## src/pkg/tap_transient_pkg.sv

```systemverilog
// Constants, field positions and types of the transient and tap event block.
// Assumes a single 100 MHz core clock and a synchronous active-high reset.
package tap_transient_pkg;

  // ------------------------------------------------------------------
  // Register map and reset values
  // ------------------------------------------------------------------
  localparam logic [7:0] ADDR_TRANS_THRESHOLD = 8'h1f;
  localparam logic [7:0] ADDR_TRANS_COUNT = 8'h20;
  localparam logic [7:0] ADDR_TAP_CONFIG = 8'h21;
  localparam logic [7:0] ADDR_TAP_SOURCE = 8'h22;
  localparam logic [7:0] TRANS_THRESHOLD_RST = 8'h00;
  localparam logic [7:0] TRANS_COUNT_RST = 8'h00;
  localparam logic [7:0] TAP_CONFIG_RST = 8'h00;
  localparam logic [7:0] TAP_SOURCE_RST = 8'h00;
  localparam logic [7:0] UNMAPPED_READ = 8'h00;

  // ------------------------------------------------------------------
  // Field positions
  // ------------------------------------------------------------------
  localparam int DEBOUNCE_MODE_BIT = 7;
  localparam int THRESHOLD_MSB = 6;
  localparam int DOUBLE_ABORT_BIT = 7;
  localparam int EVENT_LATCH_BIT = 6;
  localparam int SINGLE_EN_LSB = 0;
  localparam int DOUBLE_EN_LSB = 1;
  localparam int EVENT_ACTIVE_BIT = 7;
  localparam int AXIS_EVENT_LSB = 4;
  localparam int DOUBLE_EVENT_BIT = 3;
  localparam int POLARITY_LSB = 0;
  // Largest threshold count, about 4 g at 0.063 g per count.
  localparam logic [6:0] LOW_NOISE_THS_MAX = 7'h3f;

  // ------------------------------------------------------------------
  // Timing
  // ------------------------------------------------------------------
  localparam int CLK_PERIOD_NS = 10;
  localparam int STEP_BASE_US = 1250;
  localparam int STEP_BASE_CYCLES = STEP_BASE_US * 1000 / CLK_PERIOD_NS;
  // Sample period per rate code, in 1.25 ms units: 800 Hz down to 1.56 Hz.
  localparam logic [7:0][9:0] ODR_PERIOD_STEPS = {10'd512, 10'd128, 10'd64,
    10'd16, 10'd8, 10'd4, 10'd2, 10'd1};
  localparam logic [9:0] STEP_CAP_NORMAL = 10'd16;
  localparam logic [9:0] STEP_CAP_LOW_POWER_LOW_NOISE_MODE = 10'd64;
  localparam logic [9:0] STEP_CAP_LP = 10'd128;
  localparam logic [9:0] STEP_HIGH_RESOLUTION_MODE = 10'd2;

  typedef enum logic [1:0] {
    MODE_NORMAL = 2'b00,
    MODE_LOW_POWER_LOW_NOISE_MODE = 2'b01,
    MODE_HIGH_RESOLUTION_MODE = 2'b10,
    MODE_LP = 2'b11
  } os_mode_t;

  typedef enum logic [2:0] {
    TD_IDLE = 3'b000,
    TD_FIRST = 3'b001,
    TD_LATENCY = 3'b010,
    TD_WINDOW = 3'b011,
    TD_SECOND = 3'b100
  } tap_state_t;

  function automatic logic [7:0] mag8(input logic [7:0] v);
    return v[7] ? 8'(~v + 8'h01) : v;
  endfunction

  function automatic logic [9:0] step_mult(input logic [2:0] output_sample_rate,
                                           input os_mode_t mode);
    logic [9:0] per;
    per = ODR_PERIOD_STEPS[output_sample_rate];
    case (mode)
      MODE_HIGH_RESOLUTION_MODE: return (per < STEP_HIGH_RESOLUTION_MODE) ? per : STEP_HIGH_RESOLUTION_MODE;
      MODE_LOW_POWER_LOW_NOISE_MODE: return (per < STEP_CAP_LOW_POWER_LOW_NOISE_MODE) ? per : STEP_CAP_LOW_POWER_LOW_NOISE_MODE;
      MODE_LP: return (per < STEP_CAP_LP) ? per : STEP_CAP_LP;
      default: return (per < STEP_CAP_NORMAL) ? per : STEP_CAP_NORMAL;
    endcase
  endfunction

endpackage

```

## src/pkg/tap_if.sv

```systemverilog
// Signals between the register core and the per-axis tap detector.
// Assumes both ends run on the same core clock.
`timescale 1ns/100ps
interface tap_if;
  logic sample_valid;
  logic step_tick;
  logic [2:0][7:0] accel;
  logic [2:0][6:0] ths;
  logic [7:0] tmlt;
  logic [7:0] ltcy;
  logic [7:0] wind;
  logic double_tap_abort;
  logic [2:0] single;
  logic [2:0] dbl;
  logic [2:0] pol;
  modport detector(input sample_valid, step_tick, accel, ths, tmlt, ltcy,
                   wind, double_tap_abort, output single, dbl, pol);
  modport owner(output sample_valid, step_tick, accel, ths, tmlt, ltcy,
                wind, double_tap_abort, input single, dbl, pol);
endinterface

```

## src/hdl/transient_tap_detect.sv

```systemverilog
// Transient threshold debounce and tap event registers with their detector.
// Assumes the strobe register port, samples and mode inputs share one clock.
//
// What this block does
// - Filtered acceleration above threshold raises transient flag and enabled irq.
// - Threshold bit 7 picks debounce up/down or up/clear; default up/down.
// - Threshold is seven unsigned bits 6..0, 0.063 g per count, resets zero.
// - Transient range stays 8 g regardless of measurement full scale.
// - Low-noise bit caps the reachable threshold at 4 g.
// - Count register sets consecutive debounce steps before transient event.
// - Debounce step is 1.25 ms at 800 Hz, 2.5 ms at 400 Hz.
// - Slower rates step per sample, capped 20/80/160 ms; high-res 2.5 ms.
// - Tap config holds per-axis single and double enables, Z X in 5..0.
// - Abort bit clear: double tap continues despite pulse in latency.
// - Abort bit set: pulse starting and ending in latency suspends double.
// - Config bit 6 latches tap flags until the source register is read.
// - Tap event shows only when its axis and type are enabled.
// - Source: active bit 7, axes 6..4, double bit 3, polarities 2..0.
// - Double bit reads 0 for single tap, 1 for double tap.
// - Polarity bit reads 0 for positive pulse, 1 for negative.
// - Reading source clears all its bits and the tap interrupt, unless a new tap event lands in the read cycle.
`timescale 1ns/100ps
module transient_tap_detect
  import tap_transient_pkg::*;
#(
  parameter int unsigned STEP_BASE_CYCLES_P = STEP_BASE_CYCLES
)
(
  input wire logic core_clk_in,
  input wire logic srst_in,
  input wire logic [7:0] reg_addr_in,
  input wire logic [7:0] reg_wdata_in,
  input wire logic reg_wr_in,
  input wire logic reg_rd_in,
  output logic [7:0] reg_rdata_out,
  input wire logic sample_valid_in,
  input wire logic [2:0][7:0] hpf_accel_in,
  input wire logic [2:0][7:0] tap_accel_in,
  input wire logic [2:0] output_sample_rate_in,
  input wire logic [1:0] oversampling_mode_in,
  input wire logic low_noise_in,
  input wire logic transient_irq_enable_in,
  input wire logic [2:0][6:0] tap_threshold_in,
  input wire logic [7:0] tap_time_limit_in,
  input wire logic [7:0] tap_latency_window_in,
  input wire logic [7:0] tap_second_window_in,
  output logic transient_event_out,
  output logic transient_irq_out,
  output logic tap_irq_out
);

  // ------------------------------------------------------------------
  // State
  // ------------------------------------------------------------------
  typedef struct packed {
    logic [7:0] thr;
    logic [7:0] cnt;
    logic [7:0] cfg;
    logic [7:0] src;
    logic [7:0] rdata;
    logic [7:0] dbc;
    logic cond;
    logic trans_evt;
    logic trans_irq;
    logic [16:0] base_cnt;
    logic [9:0] mult_cnt;
    logic step_tick;
  } core_state_t;

  core_state_t s;
  core_state_t n;
  tap_if tap_bus();
  logic [9:0] mult;
  logic [6:0] eff_thr;
  logic [2:0] hit;
  logic [2:0] dbl_hit;

  function automatic logic [6:0] cap_ths(input logic [6:0] t,
                                         input logic ln);
    return (ln && t > LOW_NOISE_THS_MAX) ? LOW_NOISE_THS_MAX : t;
  endfunction

  assign mult = step_mult(output_sample_rate_in,
                          os_mode_t'(oversampling_mode_in));

  assign eff_thr = cap_ths(s.thr[THRESHOLD_MSB:0], low_noise_in);

  // ------------------------------------------------------------------
  // Tap detector hookup
  // ------------------------------------------------------------------
  assign tap_bus.sample_valid = sample_valid_in;
  assign tap_bus.step_tick = s.step_tick;
  assign tap_bus.accel = tap_accel_in;
  assign tap_bus.tmlt = tap_time_limit_in;
  assign tap_bus.ltcy = tap_latency_window_in;
  assign tap_bus.wind = tap_second_window_in;
  assign tap_bus.double_tap_abort = s.cfg[DOUBLE_ABORT_BIT];

  generate
    for (genvar g = 0; g < 3; g++) begin : g_tap_ths
      assign tap_bus.ths[g] = cap_ths(tap_threshold_in[g], low_noise_in);
      assign dbl_hit[g] = tap_bus.dbl[g] & s.cfg[2 * g + DOUBLE_EN_LSB];
      assign hit[g] = dbl_hit[g] |
                      (tap_bus.single[g] & s.cfg[2 * g + SINGLE_EN_LSB]);
    end
  endgenerate

  tap_detector u_tap_detector (
    .core_clk_in(core_clk_in),
    .srst_in(srst_in),
    .bus(tap_bus.detector)
  );

  // ------------------------------------------------------------------
  // Next state
  // ------------------------------------------------------------------
  always_comb begin
    n = s;
    n.step_tick = 1'b0;
    if (s.base_cnt >= 17'(STEP_BASE_CYCLES_P - 1)) begin
      n.base_cnt = 17'h00000;
      if (s.mult_cnt >= mult - 10'd1) begin
        n.mult_cnt = 10'h000;
        n.step_tick = 1'b1;
      end else begin
        n.mult_cnt = s.mult_cnt + 10'h001;
      end
    end else begin
      n.base_cnt = s.base_cnt + 17'h00001;
    end

    // data kept on the 8 g scale
    if (sample_valid_in) begin
      n.cond = 1'b0;
      for (int a = 0; a < 3; a++) begin
        if (mag8(hpf_accel_in[a]) > {1'b0, eff_thr}) n.cond = 1'b1;
      end
    end

    if (s.step_tick) begin
      if (s.cond) begin
        n.dbc = (s.dbc < s.cnt) ? s.dbc + 8'h01 : s.cnt;
        n.trans_evt = (n.dbc >= s.cnt);
      end else begin
        n.trans_evt = 1'b0;
        if (s.thr[DEBOUNCE_MODE_BIT]) n.dbc = 8'h00;
        else if (s.dbc != 8'h00) n.dbc = s.dbc - 8'h01;
      end
    end
    n.trans_irq = n.trans_evt & transient_irq_enable_in;

    if (reg_wr_in) begin
      if (reg_addr_in == ADDR_TRANS_THRESHOLD) begin
        n.thr = reg_wdata_in;
      end else if (reg_addr_in == ADDR_TRANS_COUNT) begin
        n.cnt = reg_wdata_in;
      end else if (reg_addr_in == ADDR_TAP_CONFIG) begin
        n.cfg = reg_wdata_in;
      end
    end

    if (reg_rd_in) begin
      if (reg_addr_in == ADDR_TRANS_THRESHOLD) begin
        n.rdata = s.thr;
      end else if (reg_addr_in == ADDR_TRANS_COUNT) begin
        n.rdata = s.cnt;
      end else if (reg_addr_in == ADDR_TAP_CONFIG) begin
        n.rdata = s.cfg;
      end else if (reg_addr_in == ADDR_TAP_SOURCE) begin
        n.rdata = s.src;
        n.src = TAP_SOURCE_RST;
      end else begin
        n.rdata = UNMAPPED_READ;
      end
    end

    // latched flags held
    // A new event in the read cycle still lands, so it is never lost.
    if ((|hit) && !(s.cfg[EVENT_LATCH_BIT] && n.src[EVENT_ACTIVE_BIT])) begin
      n.src[EVENT_ACTIVE_BIT] = 1'b1;
      n.src[DOUBLE_EVENT_BIT] = |dbl_hit;
      for (int a = 0; a < 3; a++) begin
        n.src[AXIS_EVENT_LSB + a] = hit[a];
        n.src[POLARITY_LSB + a] = hit[a] & tap_bus.pol[a];
      end
    end

    if (srst_in) begin
      n = '0;
      n.thr = TRANS_THRESHOLD_RST;
      n.cnt = TRANS_COUNT_RST;
      n.cfg = TAP_CONFIG_RST;
      n.src = TAP_SOURCE_RST;
    end
  end

  always_ff @(posedge core_clk_in) begin
    s <= n;
  end

  assign reg_rdata_out = s.rdata;
  assign transient_event_out = s.trans_evt;
  assign transient_irq_out = s.trans_irq;
  assign tap_irq_out = s.src[EVENT_ACTIVE_BIT];
endmodule

```

## src/hdl/tap_detector.sv

```systemverilog
// Per-axis single and double tap detector.
// Assumes samples and debounce steps arrive as one-cycle strobes on one clock.
`timescale 1ns/100ps
module tap_detector
  import tap_transient_pkg::*;
(
  input wire logic core_clk_in,
  input wire logic srst_in,
  tap_if.detector bus
);

  typedef struct packed {
    tap_state_t [2:0] st;
    logic [2:0][7:0] tmr;
    logic [2:0] pol;
    logic [2:0] prev;
    logic [2:0] inl;
    logic [2:0] single;
    logic [2:0] dbl;
  } det_state_t;

  det_state_t s;
  det_state_t n;
  logic [2:0] above;

  always_comb begin
    n = s;
    for (int a = 0; a < 3; a++) begin
      above[a] = mag8(bus.accel[a]) > {1'b0, bus.ths[a]};
    end
    for (int a = 0; a < 3; a++) begin
      n.single[a] = 1'b0;
      n.dbl[a] = 1'b0;
      if (bus.sample_valid) begin
        n.prev[a] = above[a];
      end
      case (s.st[a])
        TD_IDLE: begin
          if (bus.sample_valid && above[a] && !s.prev[a]) begin
            n.st[a] = TD_FIRST;
            n.tmr[a] = 8'h00;
            n.pol[a] = bus.accel[a][7];
          end
        end
        TD_FIRST: begin
          if (bus.sample_valid && !above[a]) begin
            n.single[a] = 1'b1;
            n.st[a] = TD_LATENCY;
            n.tmr[a] = 8'h00;
            n.inl[a] = 1'b0;
          end else if (bus.step_tick) begin
            if (s.tmr[a] >= bus.tmlt) n.st[a] = TD_IDLE;
            else n.tmr[a] = s.tmr[a] + 8'h01;
          end
        end
        TD_LATENCY: begin
          if (bus.sample_valid && above[a] && !s.prev[a]) begin
            n.inl[a] = 1'b1;
          end
          if (bus.double_tap_abort && bus.sample_valid && s.inl[a] && !above[a]) begin
            n.st[a] = TD_IDLE;
          end else if (bus.step_tick) begin
            if (s.tmr[a] >= bus.ltcy) begin
              n.st[a] = TD_WINDOW;
              n.tmr[a] = 8'h00;
            end else begin
              n.tmr[a] = s.tmr[a] + 8'h01;
            end
          end
        end
        TD_WINDOW: begin
          if (bus.sample_valid && above[a] && !s.prev[a]) begin
            n.st[a] = TD_SECOND;
            n.tmr[a] = 8'h00;
            n.pol[a] = bus.accel[a][7];
          end else if (bus.step_tick) begin
            if (s.tmr[a] >= bus.wind) n.st[a] = TD_IDLE;
            else n.tmr[a] = s.tmr[a] + 8'h01;
          end
        end
        TD_SECOND: begin
          if (bus.sample_valid && !above[a]) begin
            n.dbl[a] = 1'b1;
            n.st[a] = TD_IDLE;
          end else if (bus.step_tick) begin
            if (s.tmr[a] >= bus.tmlt) n.st[a] = TD_IDLE;
            else n.tmr[a] = s.tmr[a] + 8'h01;
          end
        end
        default: n.st[a] = TD_IDLE;
      endcase
    end
    if (srst_in) begin
      n = '0;
    end
  end

  always_ff @(posedge core_clk_in) begin
    s <= n;
  end

  assign bus.single = s.single;
  assign bus.dbl = s.dbl;
  assign bus.pol = s.pol;
endmodule

```

## config.mk

```make
export PLATFORM = sky130hd
export DESIGN_NAME = transient_tap_detect
export DESIGN_NICKNAME = d
export VERILOG_FILES = /design/src/pkg/tap_transient_pkg.sv /design/src/pkg/tap_if.sv /design/src/hdl/transient_tap_detect.sv /design/src/hdl/tap_detector.sv
export SDC_FILE = /design/constraint.sdc
export NUM_CORES = 1
export LEC_CHECK = 0
export ABC_AREA = 1
export BUFFER_PORTS_ARGS = -buffer_cell sky130_fd_sc_hd__buf_2
export CORE_MARGIN = 4
export CORE_UTILIZATION = 60
export CTS_BUF_LIST = sky130_fd_sc_hd__clkbuf_16
export DETAILED_ROUTE_END_ITERATION = 10
export MAX_ROUTING_LAYER = met4
export PLACE_DENSITY = 0.81
export SYNTH_ARGS = -nofsm -noshare
export SYNTH_HDL_FRONTEND = slang
export SYNTH_SLANG_ARGS = --single-unit
```

## constraint.sdc

```tcl
create_clock -name core_clk_in -period 7.35 [get_ports core_clk_in]
set_input_delay 1.1025 -clock core_clk_in [delete_from_list [all_inputs] [get_ports core_clk_in]]
set_output_delay 1.1025 -clock core_clk_in [all_outputs]
set_load 0.005 [all_outputs]
```

==> reports/metrics.csv <==
metric,value,unit
start_util,61.7,%
antenna_left,0,
initialDrtViolationCount,1133,
p_clk_share,36.7,%
gp_congestion,0.942,
vias_per_cell,5.64,
critPathLaunchType,input port,
final.period_utilization,48.8,%
coreArea,0.0197,mm^2
setup_tns,0,ns
cp-startpoint,tap_accel_in[0],
combPwrFrac,30.2,%
clock_sinks,127,
crit_fanout,11,
drt-wirelength-per-cell,14.4,um
nets,2284,
routed.top_layer,met4,
crit_type,in -> reg,
post_cts_buffers,0,
seqPwrFrac,33.1,%
layout-drive-gt1-share,10.6,%
firstDrtPassIters,5,
grt.overflow.total,0,
relSlewSlack,41.8,%
clockBufferDepth,2,
r2r_setup_slack,4.27,ns
final-hold-violation-count,0,
ys_seq_elements,127,
rr_worst_depth,21,
hold_ws,0.453,ns
max_freq,279,MHz
slew_viol_final,0,
power_switching_share,37.2,%
root_buffer,clkbuf_16,
syn2layout_area_growth,11.3,%
slowest_stage,nor3_4,
synth_cells,1901,
p_per_area,167,mW/mm^2
num-fill-cells,1788,
antenna_found_initial,0,
outcome,"finished, final reports clean",
required,7.67,ns
cts_resized,0,
drc,0,
dp_hpwl,25300,um
grt_use_total,29.2,%
hold_depth,1,
grt_max_degree,61,
hold_path_class,reg -> reg,
ys_types,54,
vias,12900,
seq_area_frac_synth,21.0,%
portBuffers,131,
setup.worst_path.end_class,flip-flop,
met2_length,15500,um
critPathCapture,u_tap_detector.s[15],
die_x,150,um
clkTransAtPathRegs,0.06,ns
max_cap_violations,0,
diodes,0,
syn-mean-instance-area,6.37,um^2
ios,132,
cts_tree,done,
dieArea,0.0225,mm^2
worstPathCellList,"buf_2, inv_1, ha_1, inv_1, nor3_1, nor2_1, xor2_1, ha_1, nand2_1, nor2_1, nand2_1, nand3_1, nand2_1, nand2_1, nand2_2, nand2_1, nand2_1, nand2_1, nand2_1, nor3_4, nand2_1, nand2_1, nor2_1",
peakVddDrop,0.000159,V
cts_made_buffers,17,
cts_hold_buf,0,
p_int,0.00142,W
setup_violations,0,
rr_endpoint,transient_irq_out,
worstMarginPinSlew,0.869,ns
grt_pass1_wl,53400,um
p_leak,6.68,nW
insertion_delay,0.42,ns
finClkSkew,0.00948,ns
synth_edf_count,0,
dr_wl_met3,2140,um
yosys_warnings,0,
syn-cell-area,0.0121,mm^2
yosys_most_used_dff,dfxtp_1,
htree_levels,4,
fp-row-count,51,
critPathArrivalTime,3.90,ns
rsz0062_at_grt,no,
crit_path_max_incr_delay,0.32,ns
crit_top_cell,nand2_1,
r2r-start,s[64],
ys_async_sr_fraction,0,%
routed_wl,32800,um
die_height,150,um
drt-met1-wl,14300,um
period_needed,3.58,ns
power.switching,0.000840,W
grt_pass1_vias,11700,
==> how the worst min path moves through the flow <==
stage                     endpoint  slack [ns]  start
after floorplan              s[11]        0.42  s[11]
after global placement       s[11]        0.43  s[11]
after detailed placement     s[11]        0.44  s[11]
after CTS                    s[11]        0.45  s[11]
after global routing         s[11]        0.48  s[11]
final                        s[11]        0.45  s[11]
==> layer usage <==
| metal | GRT usage [%] | vias up |
|---|---|---|
| met2 | 49.0 | 454 |
| li1 | - | 6550 |
| met4 | 9.42 | 0 |
| met1 | 36.7 | 5830 |
| met3 | 3.82 | 65 |
| met5 | - | - |
==> synthesized netlist by cell type, drive strengths merged, types with 3 or more instances <==
| cell type | n | area share [%] |
|---|---|---|
| nand3b | 3 | 0.19 |
| a22oi | 3 | 0.19 |
| o21a | 5 | 0.31 |
| nand2 | 489 | 15 |
| clkbuf | 22 | 0.68 |
| o22ai | 3 | 0.15 |
| a31oi | 7 | 0.36 |
| xor2 | 45 | 3.3 |
| nor2 | 168 | 5.5 |
| nor3 | 31 | 1.8 |
| clkinv | 3 | 0.093 |
| o31ai | 3 | 0.19 |
| nand4 | 94 | 5.0 |
| buf | 26 | 1.3 |
| nand3 | 139 | 5.9 |
| inv | 267 | 8.3 |
| a21o | 5 | 0.31 |
| xnor2 | 13 | 0.94 |
| nor3b | 4 | 0.25 |
| dfxtp | 127 | 21 |
| nor4 | 10 | 0.52 |
| o21ai | 90 | 3.8 |
| ha | 154 | 16 |
| o211ai | 8 | 0.50 |
| o2111ai | 6 | 0.43 |
| a21oi | 151 | 6.3 |
| or2 | 10 | 0.52 |
| a21boi | 3 | 0.28 |
| o21bai | 4 | 0.25 |
| a41oi | 3 | 0.22 |
==> cell families after synthesis <==
family / after synthesis / synth area share, %
and+or+nand+nor: 949 / 35.0
buffers and inverters: 318 / 10.3
AOI/OAI and AO/OA: 294 / 13.5
adders and majority gates: 154 / 15.9
DFF: 127 / 21.0
xor gates and xnor gates: 58 / 4.19
other: 1 / 0.0309
==> area by class of cell <==
type	instances	area, um^2	share of cell area (%)
Clock inverter	15	150	1.11
Multi-Input combinational cell	1457	8330	61.7
Clock buffer	17	425	3.15
Tap cell	265	332	2.46
Timing Repair Buffer	136	693	5.14
Sequential cell	127	2540	18.9
Inverter	270	1020	7.55
==> sequential cells by signal, indices dropped and copies added (netlist names) <==
signal,count
s,67
u_tap_detector.s,39
reg_rdata_out,8
u_tap_detector.bus.dbl,3
u_tap_detector.bus.pol,3
u_tap_detector.bus.single,3
tap_bus.step_tick,1
tap_irq_out,1
transient_event_out,1
transient_irq_out,1
==> stage by stage <==
stage               setup WS [ns]  utilization, %  power (W)  instances  area [um^2]
floorplan                    3.88               -    0.00125       1902        12100
global placement             3.50            65.7    0.00141       2255        12900
detailed placement           3.36            65.7    0.00143       2255        12900
CTS                          3.80            68.6    0.00225       2287        13500
global route                 3.45            68.6    0.00239       2287        13500
finish                       3.77            68.6    0.00226       2287        13500
==> critical path: cells and delay by family <==
| family | cells | cell delay, ns |
|---|---|---|
| buffers and inverters | 3 | 0.23 |
| XOR/XNOR | 1 | 0.15 |
| AND/OR/NAND/NOR | 17 | 1.98 |
| adder cells (fa/ha/maj) | 2 | 0.43 |
==> layout by cell type (no fill, tap or decap), drive strengths merged, types with 10 or more instances in the layout <==
| cell type | n |
|---|---|
| nand2 | 489 |
| inv | 276 |
| nor2 | 168 |
| ha | 154 |
| a21oi | 151 |
| nand3 | 139 |
| buf | 136 |
| dfxtp | 127 |
| nand4 | 94 |
| o21ai | 90 |
| xor2 | 45 |
| nor3 | 31 |
| clkbuf | 17 |
| xnor2 | 13 |
| nor4 | 10 |
| or2 | 10 |
==> power groups by stage <==
stage / Clock, W / Combinational (W) / Sequential [W]
after CTS: 0.000835 / 0.000671 / 0.000748
after floorplan: 0 / 0.000500 / 0.000751
after global placement: 0 / 0.000646 / 0.000762
after detailed placement: 0 / 0.000667 / 0.000762
after global routing: 0.000864 / 0.000770 / 0.000753
final: 0.000828 / 0.000682 / 0.000748
No activity file was read; power rests on OpenSTA's default activity.
